`config.mk`:
```
export PLATFORM = sky130hd
export DESIGN_NAME = pulse_detect_event_regs
export DESIGN_NICKNAME = d
export VERILOG_FILES = /design/src/include/pulse_pkg.sv /design/src/hdl/pulse_detect_event_regs.sv /design/src/hdl/axis_cmp.sv /design/src/hdl/tick_timer.sv
export SDC_FILE = /design/constraint.sdc
export NUM_CORES = 1
export LEC_CHECK = 0
export ABC_CLOCK_PERIOD_IN_PS = 4500
export BUFFER_PORTS_ARGS = -buffer_cell sky130_fd_sc_hd__buf_2
export CORE_MARGIN = 2
export CORE_UTILIZATION = 45
export CTS_BUF_LIST = sky130_fd_sc_hd__clkbuf_16
export CTS_CLUSTER_SIZE = 8
export DETAILED_ROUTE_END_ITERATION = 10
export GPL_ROUTABILITY_DRIVEN = 0
export PLACE_DENSITY = 0.66
export SLEW_MARGIN = 10
export SYNTH_ARGS = -nofsm -noshare
export SYNTH_HDL_FRONTEND = slang
export SYNTH_HIERARCHICAL = 1
export SYNTH_SLANG_ARGS = --single-unit
```
`constraint.sdc`:
```
create_clock -name clk -period 4.5 [get_ports clk]
set_input_delay 0.9 -clock clk [delete_from_list [all_inputs] [get_ports clk]]
set_output_delay 0.9 -clock clk [all_outputs]
set_load 0.005 [all_outputs]
```
`src/include/pulse_pkg.sv`:
```
// pulse detection register block: shared constants and types
// assumes one clock domain; samples arrive already scaled
package pulse_pkg;
   // register offsets on the internal register port
   localparam logic [7:0] ADDR_CFG = 8'h21;
   localparam logic [7:0] ADDR_SRC = 8'h22;
   localparam logic [7:0] ADDR_THS_X = 8'h23;
   localparam logic [7:0] ADDR_THS_Y = 8'h24;
   localparam logic [7:0] ADDR_THS_Z = 8'h25;
   // geometry
   localparam int AXES = 3;
   localparam int THS_W = 7;
   localparam int ACC_W = 8;
   localparam int TMR_W = 8;
   // sample lsb equals threshold lsb (0.063 g) on fixed 8 g range
   localparam logic [THS_W-1:0] THS_MAX_LN = 7'h3f;
   // reset values
   localparam logic [7:0] CFG_RST = 8'h00;
   localparam logic [7:0] SRC_RST = 8'h00;
   localparam logic [THS_W-1:0] THS_RST = 7'h00;
   localparam logic [7:0] RD_UNMAPPED = 8'h00;
   localparam logic [TMR_W-1:0] TMR_ZERO = 8'h00;
   localparam logic [TMR_W-1:0] TMR_ONE = 8'h01;
   // config register layout, msb first
   typedef struct packed {
      logic double_abort_ctl;
      logic event_latch_en;
      logic z_double_en;
      logic z_single_en;
      logic y_double_en;
      logic y_single_en;
      logic x_double_en;
      logic x_single_en;
   } cfg_t;
   // source register layout, msb first
   typedef struct packed {
      logic event_active;
      logic z_axis_hit;
      logic y_axis_hit;
      logic x_axis_hit;
      logic double_flag;
      logic z_sign;
      logic y_sign;
      logic x_sign;
   } src_t;
   // one register access per cycle
   typedef struct packed {
      logic [7:0] addr;
      logic wr;
      logic rd;
      logic [7:0] wdata;
   } reg_req_t;
   // timer settings held by the neighbouring timer registers
   typedef struct packed {
      logic [TMR_W-1:0] time_limit;
      logic [TMR_W-1:0] latency;
      logic [TMR_W-1:0] window;
   } timers_t;
   // detection sequence
   typedef enum logic [2:0] {
      ST_IDLE = 3'b000,
      ST_FIRST = 3'b001,
      ST_LAT = 3'b010,
      ST_WIN = 3'b011,
      ST_SECOND = 3'b100
   } pstate_t;
endpackage : pulse_pkg

```
`src/hdl/pulse_detect_event_regs.sv`:
```
// single/double pulse detection, config and source registers
// assumes register port and samples share clk; odr_tick marks
// each new sample; timer settings come from neighbour registers
// Behaviour
// - six per-axis single/double enables, reset zero
// - abort bit clear: latency pulses never abort
// - abort bit set: short latency pulse suspends double
// - latch bit selects event flag latching
// - only enabled axis and type get reported
// - event active set on any event
// - per-axis hit bits show source axis
// - double flag tells single from double
// - per-axis sign bits, one means negative
// - latched active event freezes all status
// - reading source clears it and interrupt
// - three 7-bit thresholds, bit 7 reads zero
// - threshold lsb fixed on 8 g range
// - low noise caps threshold at 4 g
// - pulse must fall back within time limit
// - pulses ignored during latency after first
// - second pulse starts inside window after latency
`timescale 1ns/1ps
`default_nettype none
module pulse_detect_event_regs #(
   parameter int AXES = pulse_pkg::AXES,
   parameter int ACC_W = pulse_pkg::ACC_W
) (
   input wire logic clk,
   input wire logic resetn,
   input wire logic odr_tick,
   input wire logic [AXES-1:0][ACC_W-1:0] accel,
   input wire logic low_noise,
   input wire pulse_pkg::timers_t timers,
   input wire pulse_pkg::reg_req_t reg_req,
   output logic [7:0] reg_rdata,
   output logic pulse_irq
);
   // registers
   pulse_pkg::cfg_t cfg_reg;
   pulse_pkg::src_t src_reg;
   pulse_pkg::src_t src_next;
   logic [AXES-1:0][pulse_pkg::THS_W-1:0] ths_reg;
   logic [7:0] rdata_reg;
   pulse_pkg::pstate_t state_reg;
   pulse_pkg::pstate_t state_next;
   logic [AXES-1:0] mask_reg; // axes that started pulse one
   logic [AXES-1:0] sign_reg; // signs at pulse start
   logic lat_seen_reg; // pulse started inside latency
   logic lat_abort_reg; // that pulse also ended inside it
   // comparator outputs
   logic [AXES-1:0] above;
   logic [AXES-1:0] neg;
   // per-axis enables regrouped from the config layout
   wire [AXES-1:0] single_en = {cfg_reg.z_single_en,
      cfg_reg.y_single_en, cfg_reg.x_single_en};
   wire [AXES-1:0] double_en = {cfg_reg.z_double_en,
      cfg_reg.y_double_en, cfg_reg.x_double_en};
   wire [AXES-1:0] any_en = single_en | double_en;
   wire [AXES-1:0] dbl_mask = mask_reg & double_en;

   // address decode
   wire wr_cfg = reg_req.wr && reg_req.addr == pulse_pkg::ADDR_CFG;
   wire rd_src = reg_req.rd && reg_req.addr == pulse_pkg::ADDR_SRC;
   wire wr_src = reg_req.wr && reg_req.addr == pulse_pkg::ADDR_SRC;

   // per-axis comparators and threshold registers
   genvar i;
   generate
      for (i = 0; i < AXES; i++)
      begin : g_axis
         wire wr_ths = reg_req.wr &&
            reg_req.addr == pulse_pkg::ADDR_THS_X + 8'(i);
         axis_cmp i_axis_cmp (
            .sample(accel[i]),
            .ths(ths_reg[i]),
            .low_noise(low_noise),
            .above(above[i]),
            .neg(neg[i])
         );
         // bit 7 is never stored
         always_ff @(posedge clk or negedge resetn)
         begin
            if (!resetn)
               ths_reg[i] <= pulse_pkg::THS_RST;
            else if (wr_ths)
               ths_reg[i] <= reg_req.wdata[pulse_pkg::THS_W-1:0];
         end
      end
   endgenerate

   // sequence conditions, all qualified by a sample tick
   wire start_any = odr_tick && |(above & any_en);
   wire first_end = odr_tick && !(|(above & mask_reg));
   wire win_start = odr_tick && |(above & dbl_mask);
   wire second_end = odr_tick && !(|(above & dbl_mask));
   wire lat_start = odr_tick && |(above & any_en);
   wire lat_quiet = odr_tick && !(|(above & any_en));
   logic tmr_exp;

   // one timer serves every phase since phases never overlap
   wire tmr_load = (state_reg != state_next);
   wire [pulse_pkg::TMR_W-1:0] tmr_val =
      (state_next == pulse_pkg::ST_LAT) ? timers.latency
      : (state_next == pulse_pkg::ST_WIN) ? timers.window
      : timers.time_limit;
   tick_timer i_tick_timer (
      .clk(clk),
      .resetn(resetn),
      .load(tmr_load),
      .load_val(tmr_val),
      .tick(odr_tick),
      .expired(tmr_exp)
   );

   // event reporting
   wire single_fire = state_reg == pulse_pkg::ST_FIRST && first_end
      && |(mask_reg & single_en);
   wire double_fire = state_reg == pulse_pkg::ST_SECOND
      && second_end;
   wire ev_fire = single_fire || double_fire;
   wire [AXES-1:0] ev_hit = double_fire ? dbl_mask
      : mask_reg & single_en;
   wire frozen = src_reg.event_active && cfg_reg.event_latch_en;

   // next state of the detection sequence
   always_comb
   begin
      state_next = state_reg;
      unique case (state_reg)
         pulse_pkg::ST_IDLE:
            if (start_any)
               state_next = pulse_pkg::ST_FIRST;
         pulse_pkg::ST_FIRST:
            // pulse too long is dropped
            if (first_end)
               state_next = pulse_pkg::ST_LAT;
            else if (tmr_exp)
               state_next = pulse_pkg::ST_IDLE;
         pulse_pkg::ST_LAT:
            // latency runs even for single so a bounce is ignored
            if (tmr_exp)
               state_next = (lat_abort_reg || dbl_mask == '0)
                  ? pulse_pkg::ST_IDLE : pulse_pkg::ST_WIN;
         pulse_pkg::ST_WIN:
            if (win_start)
               state_next = pulse_pkg::ST_SECOND;
            else if (tmr_exp)
               state_next = pulse_pkg::ST_IDLE;
         pulse_pkg::ST_SECOND:
            // end need not fall inside the window, only the limit
            if (second_end || tmr_exp)
               state_next = pulse_pkg::ST_IDLE;
         default:
            state_next = pulse_pkg::ST_IDLE;
      endcase
   end

   // sequence state and capture of start axes and signs
   always_ff @(posedge clk or negedge resetn)
   begin
      if (!resetn)
      begin
         state_reg <= pulse_pkg::ST_IDLE;
         mask_reg <= '0;
         sign_reg <= '0;
      end
      else
      begin
         state_reg <= state_next;
         if (state_reg == pulse_pkg::ST_IDLE && start_any)
         begin
            mask_reg <= above & any_en;
            sign_reg <= neg;
         end
         else if (state_reg == pulse_pkg::ST_WIN && win_start)
            sign_reg <= neg;
      end
   end

   // latency watch for the abort option
   always_ff @(posedge clk or negedge resetn)
   begin
      if (!resetn)
      begin
         lat_seen_reg <= 1'b0;
         lat_abort_reg <= 1'b0;
      end
      else if (state_reg != pulse_pkg::ST_LAT)
      begin
         lat_seen_reg <= 1'b0;
         lat_abort_reg <= 1'b0;
      end
      else
      begin
         if (lat_start)
            lat_seen_reg <= 1'b1;
         // clear abort bit leaves the sequence running
         if (lat_seen_reg && lat_quiet && cfg_reg.double_abort_ctl)
            lat_abort_reg <= 1'b1;
      end
   end

   // source register: new event wins over a same-cycle read
   always_comb
   begin
      src_next = src_reg;
      if (ev_fire && (!frozen || rd_src))
      begin
         src_next.event_active = 1'b1;
         {src_next.z_axis_hit, src_next.y_axis_hit,
            src_next.x_axis_hit} = ev_hit;
         src_next.double_flag = double_fire;
         {src_next.z_sign, src_next.y_sign,
            src_next.x_sign} = sign_reg & ev_hit;
      end
      else if (rd_src)
         src_next = pulse_pkg::SRC_RST;
   end

   // status and config registers; source writes fall through
   always_ff @(posedge clk or negedge resetn)
   begin
      if (!resetn)
      begin
         cfg_reg <= pulse_pkg::CFG_RST;
         src_reg <= pulse_pkg::SRC_RST;
      end
      else
      begin
         if (wr_cfg)
            cfg_reg <= reg_req.wdata;
         src_reg <= src_next;
      end
   end

   // read mux, unmapped offsets read zero
   wire [7:0] rd_mux =
      (reg_req.addr == pulse_pkg::ADDR_CFG) ? cfg_reg
      : (reg_req.addr == pulse_pkg::ADDR_SRC) ? src_reg
      : (reg_req.addr == pulse_pkg::ADDR_THS_X) ? {1'b0, ths_reg[0]}
      : (reg_req.addr == pulse_pkg::ADDR_THS_Y) ? {1'b0, ths_reg[1]}
      : (reg_req.addr == pulse_pkg::ADDR_THS_Z) ? {1'b0, ths_reg[2]}
      : pulse_pkg::RD_UNMAPPED;

   // read data holds until the next read
   always_ff @(posedge clk or negedge resetn)
   begin
      if (!resetn)
         rdata_reg <= pulse_pkg::RD_UNMAPPED;
      else if (reg_req.rd)
         rdata_reg <= rd_mux;
   end

   assign reg_rdata = rdata_reg;
   // interrupt follows event active, so reading clears it
   assign pulse_irq = src_reg.event_active;
endmodule : pulse_detect_event_regs
`default_nettype wire

```
`src/hdl/axis_cmp.sv`:
```
// one axis: magnitude against threshold, plus sign
// assumes sample is two's complement on the same clock
`timescale 1ns/1ps
`default_nettype none
module axis_cmp #(
   parameter int ACC_W = pulse_pkg::ACC_W,
   parameter int THS_W = pulse_pkg::THS_W
) (
   input wire logic [ACC_W-1:0] sample,
   input wire logic [THS_W-1:0] ths,
   input wire logic low_noise,
   output logic above,
   output logic neg
);
   // negative sample means negative pulse
   logic [ACC_W-1:0] mag;
   logic [THS_W-1:0] eff;
   assign neg = sample[ACC_W-1];
   // -128 maps to 0x80, still correct unsigned
   assign mag = neg ? ACC_W'(-sample) : sample;
   // low noise caps the reachable threshold at 4 g
   assign eff = (low_noise && ths > pulse_pkg::THS_MAX_LN)
      ? pulse_pkg::THS_MAX_LN : ths;
   // detection starts only when strictly exceeded
   assign above = mag > ACC_W'(eff);
endmodule : axis_cmp
`default_nettype wire

```
`src/hdl/tick_timer.sv`:
```
// down counter in sample ticks, shared by all phases
// assumes load and tick come from the same clock
`timescale 1ns/1ps
`default_nettype none
module tick_timer #(
   parameter int W = pulse_pkg::TMR_W
) (
   input wire logic clk,
   input wire logic resetn,
   input wire logic load,
   input wire logic [W-1:0] load_val,
   input wire logic tick,
   output logic expired
);
   logic [W-1:0] cnt_reg;
   logic [W-1:0] cnt_next;
   // expiry is the tick seen at zero
   assign expired = tick && (cnt_reg == '0);
   assign cnt_next = load ? load_val
      : (tick && cnt_reg != '0) ? cnt_reg - W'(1) : cnt_reg;
   // counter register
   always_ff @(posedge clk or negedge resetn)
   begin
      if (!resetn)
         cnt_reg <= '0;
      else
         cnt_reg <= cnt_next;
   end
endmodule : tick_timer
`default_nettype wire

```
Word-level counts from Yosys, hierarchy flattened. Index checks and enable logic that the tools add are counted.

Flip-flop bits (word level): 64. Bits of input ports: 70. Output and inout port bits: 9. Word-level logic and storage cells: 133.

Add/subtract/negate cells: 4. Order comparisons: 6. Eq/ne operators: 13. Mux-type cells: 32. Bitwise operators: 7. Reductions and logical operators: 45.

Operators with widths (count): 8-bit 2-to-1 mux (11); 7-bit 2-to-1 mux (6); 8-bit by 6-bit equality test with 1-bit output, second input constant (5); 3-bit 2-to-1 mux (9); 8-bit by 7-bit > comparator with 1-bit output (3); 1-bit logical AND (24); 8-bit negation (3); 7-bit by 6-bit > comparator with 1-bit output, second input constant (3); 3-bit bitwise AND (6); 3-bit one-hot mux with 5 select lines (1); 3-bit by 2-bit equality test with 1-bit output, second input constant (4); 3-bit OR reduction (4); 2-bit nonzero test (5); 8-bit zero test (1); 8-bit nonzero test (1); 8-bit by 1-bit subtractor with 8-bit output, second input constant (1); 3-bit zero test (2); 1-bit zero test (4); 1-bit logical OR (4); 1-bit 2-to-1 mux (4); 3-bit by 1-bit equality test with 1-bit output, second input constant (1); 3-bit equality test, second input constant (1); 3-bit by 2-bit inequality test with 1-bit output, second input constant (1); 3-bit inequality test (1); 2 further kinds (2).

Depth between registers and ports, before layout. Gate-level depths: netlist of run 1.

Depth after elaboration: 15. Mapped depth: 20. Mapped depth without buffers: 18.

Modules after synthesis. The synthesis of run 1 kept the hierarchy.

By module, submodules not included: pulse_detect_event_regs (instances 1, cells an instance 264, area an instance 2915.3 sq um, seq. area each 1401.3 sq um); axis_cmp (instances 3, cells an instance 48, area an instance 356.6 sq um, seq. area each 0.0 sq um); tick_timer (instances 1, cells an instance 69, area an instance 579.3 sq um, seq. area each 200.2 sq um).

Least setup slack after synthesis of run 1. OpenSTA, ideal clock, no wires.

Kind: input-to-reg. Start: input port accel[10] (netlist bit). End: register i_tick_timer.cnt_reg[2]. Library setup time: 0.141 ns. Arrival time: 3.858 ns. Required time: 4.359 ns. Path slack: 0.500 ns. Stages: 16. Buffers on the path: 1. Cell sequence: or3_4 > o31ai_2 > xnor2_1 > ha_1 > nand3_1 > nand2b_1 > a21oi_1 > nand2_1 > a222oi_1 > or3b_4 > nor2b_1 > nand4_1 > inv_1 > clkbuf_1 > nor2_1 > a31oi_1.

Elaborated cells on any way between the ends: 28. Classes of those cells: add/sub: 1; order compare: 1; eq/ne: 3; mux: 9; bitwise: 3; reduce/logical: 11.

RTL lines: from (decl) (RTL line pulse_detect_event_regs.sv:31) `input wire logic [AXES-1:0][ACC_W-1:0] accel,`; 8-bit negation (RTL line axis_cmp.sv:20) `assign mag = neg ? ACC_W'(-sample) : sample;`; 8-bit 2-to-1 mux (*) (RTL line axis_cmp.sv:20); 8-bit by 7-bit > comparator with 1-bit output (*) (RTL line axis_cmp.sv:25) `assign above = mag > ACC_W'(eff);`; net above[1] (RTL line pulse_detect_event_regs.sv:51) `logic [AXES-1:0] above;`; 3-bit bitwise AND (RTL line pulse_detect_event_regs.sv:94, pulse_detect_event_regs.sv:95); 3-bit OR reduction (RTL line pulse_detect_event_regs.sv:94, pulse_detect_event_regs.sv:95); 1-bit zero test (RTL line pulse_detect_event_regs.sv:95) `wire second_end = odr_tick && !(|(above & dbl_mask));`; 1-bit logical AND (RTL line pulse_detect_event_regs.sv:95); 1-bit logical OR (RTL line pulse_detect_event_regs.sv:151) `if (second_end || tmr_exp)`; 3-bit 2-to-1 mux (RTL line pulse_detect_event_regs.sv:151); 3-bit one-hot mux with 5 select lines (*) (RTL line pulse_detect_event_regs.sv:129) `unique case (state_reg)`; 3-bit inequality test (*) (RTL line pulse_detect_event_regs.sv:101) `wire tmr_load = (state_reg != state_next);`; net tmr_load (RTL line pulse_detect_event_regs.sv:101); 8-bit 2-to-1 mux / 2-bit nonzero test (equally long branches); to (signal assigned) (RTL line tick_timer.sv:27) `cnt_reg <= cnt_next;`; to (decl) (RTL line tick_timer.sv:15) `logic [W-1:0] cnt_reg;`.

Mark *: on every way through the listed nets, which the timed path passes. The rest lies on a longest branch. A chain may end at the register's enable or synchronous reset.

Worst setup path after layout of run 1.
Start: input port accel[11] (netlist bit). End: register i_tick_timer.cnt_reg[0].

Same word-level chain as after synthesis.

==> results of run 1 <==
power groups by stage:
stage	combinational, uW	clock [uW]	sequential, uW
2_1_floorplan	578	0	743
3_3_place_gp	687	0	804
3_5_place_dp	710	0	809
4_1_cts	714	714	799
5_1_grt	805	738	819
6_report	713	703	803
layer usage:
layer / wire [um] / vias to the layer above
met5: 0 / -
met4: 174 / 0
met3: 799 / 15
met2: 5490 / 171
met1: 5320 / 1899
li1: - / 1919
cells in the mapped netlist (7+ instances only):
cell      count
dfrtp_1      64
nand2_1      37
nor2_1       33
mux2_2       30
ha_1         25
o21ai_0      25
inv_1        24
a21oi_1      19
xnor2_1      15
a22o_1       13
nand2b_1     13
a21o_1       11
nor2b_1      11
nand3_1      10
nor3_1        9
a221oi_1      7
buf_2         7
o211ai_1      7
o22ai_1       7
worst max-delay path: cells and delay by family:
| family | cells | cell delay, ns |
|---|---|---|
| AND/OR/NAND/NOR | 7 | 1.50 |
| AO/OA/AOI/OAI | 5 | 1.16 |
| buffers and inverters | 2 | 0.34 |
| adder cells (fa/ha/maj) | 1 | 0.32 |
| XOR/XNOR | 1 | 0.09 |
layout make-up:
cell class | count | area [um2] | share of cell area [%]
Sequential cell | 64 | 1600 | 30.0
Timing Repair Buffer | 82 | 420 | 7.87
Inverter | 24 | 90.1 | 1.69
Clock inverter | 7 | 80.1 | 1.50
Multi-Input combinational cell | 370 | 2760 | 51.7
Clock buffer | 9 | 225 | 4.21
Tap cell | 133 | 166 | 3.11
cells by family (layout without fill, tap and decap cells):
group / count (synthesis) / after routing / share of synthesized area (%)
XOR/XNOR: 15 / 15 / 2.88
flip-flops: 64 / 64 / 35.1
multiplexers: 36 / 36 / 8.80
AO/OA/AOI/OAI: 130 / 130 / 20.4
adder cells (fa/ha/maj): 25 / 25 / 6.85
buffers and inverters: 43 / 122 / 4.41
AND/OR/NAND/NOR: 164 / 164 / 21.5
stage by stage:
step	hold slack (ns)	instance area, um2	util [%]	cells
global route	0.512	5350	54.4	689
CTS	0.490	5350	54.4	689
floorplan	0.450	4560	-	477
finish	0.489	5350	54.4	689
global placement	0.463	5040	51.3	673
detailed placement	0.467	5040	51.3	673
worst min-delay path by stage:
stage	start	endpoint	slack [ns]	cells past startpoint
floorplan	src_reg[4]$_DFFE_PN0P_	src_reg[4]$_DFFE_PN0P_	0.45	1
global placement	src_reg[6]$_DFFE_PN0P_	src_reg[6]$_DFFE_PN0P_	0.46	1
detailed placement	src_reg[6]$_DFFE_PN0P_	src_reg[6]$_DFFE_PN0P_	0.47	1
CTS	sign_reg[1]$_DFFE_PN0P_	src_reg[1]$_DFFE_PN0P_	0.49	1
global route	src_reg[3]$_DFFE_PN0P_	src_reg[3]$_DFFE_PN0P_	0.51	1
finish	sign_reg[0]$_DFFE_PN0P_	src_reg[0]$_DFFE_PN0P_	0.49	1
==> results_dict.tcl, run 1 <==
set metrics [dict create \
    status "completed" \
    r2r-start "ths_reg[20]$_DFFE_PN0P_" \
    comb_power_share_pct 32.1 \
    start_kind "primary input" \
    r2r_cells 14 \
    port_buffers 78 \
    powerDensity_nw_per_um2 415 \
    p_leak_uw 0.00246 \
    setup_viol 0 \
    path_class "in2reg" \
    worstPathMaxFanout 13 \
    final-hold-violation-count 0 \
    cts_made_buffers 9 \
    seqPwrFrac_pct 36.2 \
    syn2layout_area_growth_pct 17.1 \
    ys_seq_elements 64 \
    skew_ns 0.00667 \
    ios 79 \
    h-tree-depth 3 \
    cp-end-kind "flop" \
    post-dp-hpwl_um 9240 \
    busiest_layer "met2" \
    die_y_um 105 \
    vias 4004 \
    cts-root-buf "clkbuf_16" \
    peakVddDrop_mv 0.175 \
    switching_share_pct 35.5 \
    slew_viol_final 0 \
    p_clk_share_pct 31.7 \
    reg2reg_setup_slack_ns 0.79 \
    internal_power_uw 1430 \
    hp-class "reg2reg" \
    diodes 0 \
    ys_seq_area_share_pct 35.1 \
    rsz0062_at_grt "no" \
    synthDistinctLibCells 73 \
    slowest_stage "a222oi_1" \
    met3_usage_pct 3.93 \
    grt_pass1_wl_um 19300 \
    cp.arrival_ns 4.33 \
    setup_tns_ns 0 \
    drt-total-wl_um 11800 \
    worst_slew_margin_rel_pct 55.2 \
    synth_top_area_cell "dfrtp_1" \
    drt-pass1-iter-count 5 \
    power_uw 2220 \
    synth_edf_count 0 \
    clk_path_buf_depth 2 \
    cap_violations 0 \
    crit_required_ns 4.69 \
    ys.flop_type "dfrtp_1" \
    path_cells "buf_2 -> or3_4 -> o21ai_1 -> xnor2_1 -> ha_1 -> nand3_1 -> nand2b_1 -> a21oi_1 -> nand2_1 -> a222oi_1 -> or3b_4 -> nor2b_1 -> nand4_1 -> inv_1 -> o2111ai_1 -> o211ai_1" \
    fin_ws_ns 0.363 \
    place_ws_ns 0.0734 \
    mostFrequentLayoutCells "78 x buf_2, 64 x dfrtp_1, 37 x nand2_1" \
    crit_end "i_tick_timer/cnt_reg[0]$_DFFE_PN0P_" \
    drc_errors 0 \
    cts_hold_buf 0 \
    r2r-end "i_tick_timer/cnt_reg[0]$_DFFE_PN0P_" \
    cts_setup_buffers 0 \
    max_stage_delay_ns 0.53 \
    drive_gt1_share_pct 28.8 \
    fmax_mhz 242 \
    synth_nets 572 \
    fillers 929 \
    ys_warn_count 6 \
    drt-initial-drc-count 382 \
    grt_overflow_total 0 \
    min_period_ns 4.14 \
    syn_inst 477 \
    worstMarginPinSlew_ns 0.673 \
    rows 36 \
    cts_tree "done" \
    final_common_cell "buf_2" \
    crit_start "accel[11]" \
    die_area_um2 11000 \
    core-area_um2 9820 \
    use_met1_pct 30.0 \
    wl_per_cell_um 17.1 \
    p_sw_uw 787 \
    grt_max_degree 37 \
    cts_resized 0 \
    nNetsFinal 646 \
    largest_reg_flops 21 \
    fin_crit_sh_pct 91.9 \
    grt_pass1_vias 3866 \
    start_util_pct 46.5 \
    clock_latency_ns 0.33 \
    synth_area_leaders "dfrtp_1 35%, mux2_2 7.4%, ha_1 6.9%, nand2_1 3.0%, xnor2_1 2.9%" \
    syn_avg_cell_area_um2 9.57 \
    ant_nets 0 \
    antenna_found_initial 0 \
    syn_area_um2 4560 \
    cts_sinks 64 \
    grt.total_usage_pct 22.1 \
    grtUsageMet2_pct 36.5 \
    clkSlewWorstSetupHoldPaths_ns 0.06 \
    vias_per_cell 5.81 \
    synthArstFlopShare_pct 100 \
    yosys.area.top_type_share_pct 35.1 \
    die_w_um 105 \
]
(Power assumes the default switching activity.)
==> run 2, diff against run 1 <==
--- a/config.mk
+++ b/config.mk
@@ -5,11 +5,9 @@
 export SDC_FILE = /design/constraint.sdc
 export NUM_CORES = 1
 export LEC_CHECK = 0
-export ABC_CLOCK_PERIOD_IN_PS = 4500
+export ABC_CLOCK_PERIOD_IN_PS = 4880
 export BUFFER_PORTS_ARGS = -buffer_cell sky130_fd_sc_hd__buf_2
-export CORE_MARGIN = 2
 export CORE_UTILIZATION = 45
-export CTS_BUF_LIST = sky130_fd_sc_hd__clkbuf_16
 export CTS_CLUSTER_SIZE = 8
 export DETAILED_ROUTE_END_ITERATION = 10
 export GPL_ROUTABILITY_DRIVEN = 0
==> constraint.sdc (replaced) <==
create_clock -name clk -period 4.88 [get_ports clk]
set_input_delay 0.976 -clock clk [delete_from_list [all_inputs] [get_ports clk]]
set_output_delay 0.976 -clock clk [all_outputs]
set_load 0.005 [all_outputs]
==> run 2 against run 1 <==
Effect of this change:
- highest routed layer unchanged
- sequential power shrank 7.7%
- core utilization decreased by 0.88 points
- largest cell class unchanged
- sequential share of layout area is 0.49 points higher
- setup slack better by 0.37 ns
==> results_dict.tcl, run 2 (synthesis gave the netlist of run 1 again) <==
set metrics [dict create \
    largest_reg_flops 21 \
    wl_per_cell_um 16.9 \
    drt-pass1-iter-count 5 \
    vias 3978 \
    cap_violations 0 \
    fin_ws_ns 0.732 \
    power_uw 1920 \
    cts_tree "done" \
    cts_made_buffers 9 \
    grt_pass1_vias 3912 \
    drt-total-wl_um 11600 \
    worstMarginPinSlew_ns 0.885 \
    grt_pass1_wl_um 18700 \
    die_area_um2 10500 \
    drt-initial-drc-count 256 \
    nNetsFinal 645 \
    clock_latency_ns 0.35 \
    powerDensity_nw_per_um2 365 \
    crit_end "i_tick_timer/cnt_reg[6]$_DFFE_PN0P_" \
    drc_errors 0 \
    design_area_um2 5260 \
    rsz0062_at_grt "no" \
    place_area_um2 5030 \
    path_cells "buf_2 -> or3_4 -> o31ai_2 -> xnor2_1 -> ha_1 -> nand3_1 -> nand2b_1 -> a21oi_1 -> nand2_1 -> a222oi_1 -> or3b_4 -> a21oi_4 -> nor2_4 -> a21o_1 -> nor2_1 -> a31oi_1" \
    antenna_found_initial 0 \
    start_kind "primary input" \
    die_y_um 103 \
    syn2layout_area_growth_pct 15.2 \
    clkSlewWorstSetupHoldPaths_ns 0.08 \
    mostFrequentLayoutCells "78 x buf_2, 64 x dfrtp_1, 37 x nand2_1" \
    final-hold-violation-count 0 \
    die_w_um 103 \
    fin_crit_sh_pct 85.0 \
    grt_overflow_total 0 \
    cp.depth 16 \
    fillers 912 \
    drive_gt1_share_pct 28.6 \
    worstPathMaxFanout 9 \
    cp_num_buf_inv 1 \
    vias_per_cell 5.78 \
    cp.arrival_ns 4.36 \
    worst_slew_margin_rel_pct 41.0 \
    multiInputGateArea_um2 2760 \
    slew_viol_final 0 \
    final_common_cell "buf_2" \
    h-tree-depth 3 \
    grt_max_degree 39 \
    skew_ns 0.0118 \
    fin_cells 688 \
    post-dp-hpwl_um 9130 \
    cp_top_family "simple AND/OR/NAND/NOR gates" \
    setup_viol 0 \
    clk_path_buf_depth 2 \
    ios 79 \
    grt.total_usage_pct 23.4 \
    r2r-start "ths_reg[20]$_DFFE_PN0P_" \
    cts-root-buf "clkbuf_8" \
    cts_setup_buffers 0 \
    core-area_um2 9820 \
    place_ws_ns 0.417 \
    path_class "in2reg" \
    cts_resized 0 \
    ff_latch_area_um2 1600 \
    ant_nets 0 \
    cts_hold_buf 0 \
    reg2reg_setup_slack_ns 1.19 \
    dpl.cell_count 672 \
    rows 36 \
    peakVddDrop_mv 0.139 \
    min_period_ns 4.15 \
    r2r_cells 14 \
    crit_start "accel[10]" \
    max_stage_delay_ns 0.50 \
    setup_tns_ns 0 \
    fmax_mhz 241 \
    cts_sinks 64 \
    cp-end-kind "flop" \
    diodes 0 \
    crit_required_ns 5.09 \
    r2r-end "i_tick_timer/cnt_reg[6]$_DFFE_PN0P_" \
    hp-class "reg2reg" \
    port_buffers 78 \
    status "completed" \
    slowest_stage "a222oi_1" \
    start_util_pct 46.5 \
    p_leak_uw 0.00242 \
]
run 2: changes by cell type in the layout (fill, tap and decap cells not counted), sizes merged:
| cell | before | now |
|---|---|---|
| buf | 82 | 81 |
| bufinv | 1 | 2 |
| clkinv | 3 | 2 |
| clkinvlp | 2 | 1 |
| inv | 25 | 26 |
run 2: final cells by class:
cell class	count	share of cell area, %
flip-flops and latches	64	30.5
clock buffers	9	2.36
clock inverters	7	1.95
well taps	133	3.16
inverters	24	1.71
repair buffers	81	7.85
multi-input cells	370	52.5
run 2: per-stage QoR:
| step | utilization, % | hold slack, ns |
|---|---|---|
| 2_1_floorplan | - | 0.450 |
| 3_3_place_gp | 51.2 | 0.465 |
| 3_5_place_dp | 51.2 | 0.470 |
| 4_1_cts | 53.6 | 0.496 |
| 5_1_grt | 53.6 | 0.506 |
| 6_report | 53.6 | 0.491 |
run 2: per-layer routing:
metal | part of all wire (%) | track usage (%)
met1 | 45 | 29.7
met2 | 46 | 39.3
met3 | 5.7 | 4.34
met5 | 0 | 0
met4 | 2.7 | 9.56
run 2: worst min path at each step:
stage                                start                     end  slack (ns)  depth (start not counted)
finish              src_reg[5]$_DFFE_PN0P_  src_reg[5]$_DFFE_PN0P_        0.49                          1
detailed placement  src_reg[6]$_DFFE_PN0P_  src_reg[6]$_DFFE_PN0P_        0.47                          1
global placement    src_reg[6]$_DFFE_PN0P_  src_reg[6]$_DFFE_PN0P_        0.47                          1
floorplan           src_reg[4]$_DFFE_PN0P_  src_reg[4]$_DFFE_PN0P_        0.45                          1
global route        src_reg[5]$_DFFE_PN0P_  src_reg[5]$_DFFE_PN0P_        0.51                          1
CTS                 src_reg[5]$_DFFE_PN0P_  src_reg[5]$_DFFE_PN0P_        0.50                          1
run 2: power breakdown:
group | leakage (uW) | switching (uW) | internal, uW
logic | 0.00146 | 352 | 303
clock network | 0.000110 | 228 | 293
registers | 0.000855 | 124 | 617
total | 0.00242 | 704 | 1210
==> run 3, diff against run 2 <==
--- a/config.mk
+++ b/config.mk
@@ -15,5 +15,4 @@
 export SLEW_MARGIN = 10
 export SYNTH_ARGS = -nofsm -noshare
 export SYNTH_HDL_FRONTEND = slang
-export SYNTH_HIERARCHICAL = 1
 export SYNTH_SLANG_ARGS = --single-unit
==> run 3 against run 2 <==
Effect of this change:
- clock power shrank 11%
- final cell count decreased by 2.0%
- sequential power decreased by 3.9%
- clock skew hardly changed
- synthesized cell count fell by 3.8%
- die area fell by 1.5%
- combinational power shrank 9.0%
- register-to-register slack better by 0.14 ns
- maximum frequency is 0.55% higher
- power shrank 7.5%
- critical path depth shrank 3
- critical endpoint is now src_reg[1]$_DFFE_PN0P_
- largest cell class unchanged
==> results_dict.tcl, run 3 <==
set metrics [dict create \
    cts_made_buffers 9 \
    ys_seq_area_share_pct 35.6 \
    vias_per_cell 5.87 \
    h-tree-depth 3 \
    syn_inst 459 \
    fillers 903 \
    cp.arrival_ns 4.40 \
    drc_errors 0 \
    diodes 0 \
    drt-total-wl_um 11500 \
    r2r-start "ths_reg[13]$_DFFE_PN0P_" \
    synth_top_area_cell "dfrtp_1" \
    syn_area_um2 4490 \
    worstPathMaxFanout 5 \
    place_ws_ns 0.450 \
    cts_hold_buf 0 \
    slowest_stage "or4b_1" \
    ys_warn_count 0 \
    nNetsFinal 631 \
    hold_start "src_reg[6]$_DFFE_PN0P_" \
    worst_slew_margin_rel_pct 43.4 \
    synth_area_leaders "dfrtp_1 36%, mux2_2 8.5%, ha_1 7.0%, xnor2_1 3.5%, nor2_1 2.5%" \
    ios 79 \
    r2r_cells 11 \
    path_class "in2reg" \
    powerDensity_nw_per_um2 341 \
    crit_required_ns 5.16 \
    clk_path_buf_depth 2 \
    ys_seq_elements 64 \
    peakVddDrop_mv 0.154 \
    path_cells "buf_2 -> or3_1 -> o31ai_1 -> xnor2_1 -> ha_1 -> nand3_1 -> nand2b_1 -> a21oi_1 -> a21oi_1 -> or4b_1 -> o21a_1 -> nor4_1 -> a22o_1" \
    place_area_um2 5000 \
    cts_sinks 64 \
    cp-end-kind "flop" \
    synth_nets 554 \
    cap_violations 0 \
    fin_crit_sh_pct 84.5 \
    clock_latency_ns 0.34 \
    vias 3957 \
    p_leak_uw 0.00236 \
    clkSlewWorstSetupHoldPaths_ns 0.07 \
    yosys.area.top_type_share_pct 35.6 \
    largest_reg_flops 21 \
    synth.most_common_cell "dfrtp_1" \
    setup_tns_ns 0 \
    grt_max_degree 65 \
    reg2reg_setup_slack_ns 1.33 \
    rows 36 \
    dpl.cell_count 658 \
    holdPathStages 1 \
    synth_edf_count 0 \
    core-area_um2 9730 \
    synthDistinctLibCells 74 \
    fin_cells 674 \
    design_area_um2 5200 \
    final-hold-violation-count 0 \
    rsz0062_at_grt "no" \
    max_stage_delay_ns 0.65 \
    min_period_ns 4.13 \
    drive_gt1_share_pct 28.5 \
    fmax_mhz 242 \
    slew_viol_final 0 \
    synthTopCellsByCount "64 x dfrtp_1, 34 x mux2_2, 30 x nor2_1" \
    mostFrequentLayoutCells "78 x buf_2, 64 x dfrtp_1, 34 x mux2_2" \
    final_common_cell "buf_2" \
    antenna_found_initial 0 \
    wl_per_cell_um 17.1 \
    synthArstFlopShare_pct 100 \
    setup_viol 0 \
    die_area_um2 10400 \
    die_y_um 102 \
    drt-initial-drc-count 267 \
    grt_pass1_wl_um 18800 \
    grt_overflow_total 0 \
    hold_end "src_reg[6]$_DFFE_PN0P_" \
    start_util_pct 46.2 \
    cts-root-buf "clkbuf_8" \
    grt.total_usage_pct 23.6 \
    cts_resized 0 \
    ant_nets 0 \
    start_kind "primary input" \
    die_w_um 102 \
    cts_setup_buffers 0 \
    syn_avg_cell_area_um2 9.79 \
    fin_ws_ns 0.755 \
    grt_pass1_vias 3760 \
    cp_common_cell "a21oi_1" \
    worstMarginPinSlew_ns 0.847 \
    cts_tree "done" \
    post-dp-hpwl_um 8930 \
    syn2layout_area_growth_pct 15.8 \
    hp-class "reg2reg" \
    port_buffers 78 \
    status "completed" \
    r2r-end "src_reg[1]$_DFFE_PN0P_" \
    skew_ns 0.0119 \
    drt-pass1-iter-count 7 \
    ys.flop_type "dfrtp_1" \
]
-- run 3: cell count changes after synthesis, sizes merged, moves of 8 or more --
cell,previous run,this run
buf,14,3
nand3,10,21
a211oi,0,10
inv,24,15
nand2,38,29
a311oi,0,8
-- run 3: layer usage --
metal	vias to the layer above	global-route usage (%)	part of all wire, %	wire, um
li1	1905	-	-	-
met1	1934	33.7	48	5470
met2	107	38.5	47	5450
met3	11	2.67	4.0	460
met4	0	5.82	1.1	125
met5	-	0	0	0
-- run 3: cells by family (layout without fill, tap and decap cells) --
group / count (synthesis) / count (layout) / share of synthesized area, %
buffers and inverters: 30 / 112 / 2.87
multiplexers: 37 / 37 / 9.19
AND/OR/NAND/NOR: 154 / 154 / 18.9
adder cells (fa/ha/maj): 25 / 25 / 6.96
AO/OA/AOI/OAI: 128 / 128 / 22.3
XOR/XNOR: 21 / 21 / 4.09
flip-flops: 64 / 64 / 35.6
-- run 3: where the power goes --
| group | internal (uW) | leakage [uW] | switching (uW) |
|---|---|---|---|
| combinational | 257 | 0.00142 | 339 |
| sequential | 618 | 0.000841 | 93.4 |
| clock | 240 | 0.0000925 | 224 |
-- run 3: worst max-delay path, delay by kind of cell --
kind	cells	cell delay, ns
fa+ha+maj	1	0.31
simple gates	5	1.72
compound gates	5	1.18
buf+inv	1	0.10
xor+xnor	1	0.13
-- run 3: worst max-delay path by stage --
stage / start / to
2_1_floorplan: accel[13] / src_reg[0]$_DFFE_PN0P_
3_3_place_gp: accel[16] / src_reg[1]$_DFFE_PN0P_
3_5_place_dp: accel[1] / i_tick_timer.cnt_reg[7]$_DFFE_PN0P_
4_1_cts: accel[1] / src_reg[1]$_DFFE_PN0P_
5_1_grt: accel[16] / src_reg[1]$_DFFE_PN0P_
6_report: accel[1] / src_reg[1]$_DFFE_PN0P_
-- run 3: per-stage QoR --
step / power [uW] / utilization [%] / hold slack [ns]
4_1_cts: 1770 / 53.5 / 0.508
5_1_grt: 1890 / 53.5 / 0.516
3_5_place_dp: 1310 / 51.4 / 0.491
6_report: 1770 / 53.5 / 0.500
3_3_place_gp: 1290 / 51.4 / 0.491
2_1_floorplan: 1140 / - / 0.446
-- run 3: cell type report --
cell class              count  area [um2]  share of cell area [%]
multi-input cells         365        2760                    53.1
well taps                 133         166                    3.20
clock buffers               9         124                    2.38
inverters                  15        56.3                    1.08
clock inverters             7        78.8                    1.51
repair buffers             81         413                    7.93
flip-flops and latches     64        1600                    30.8
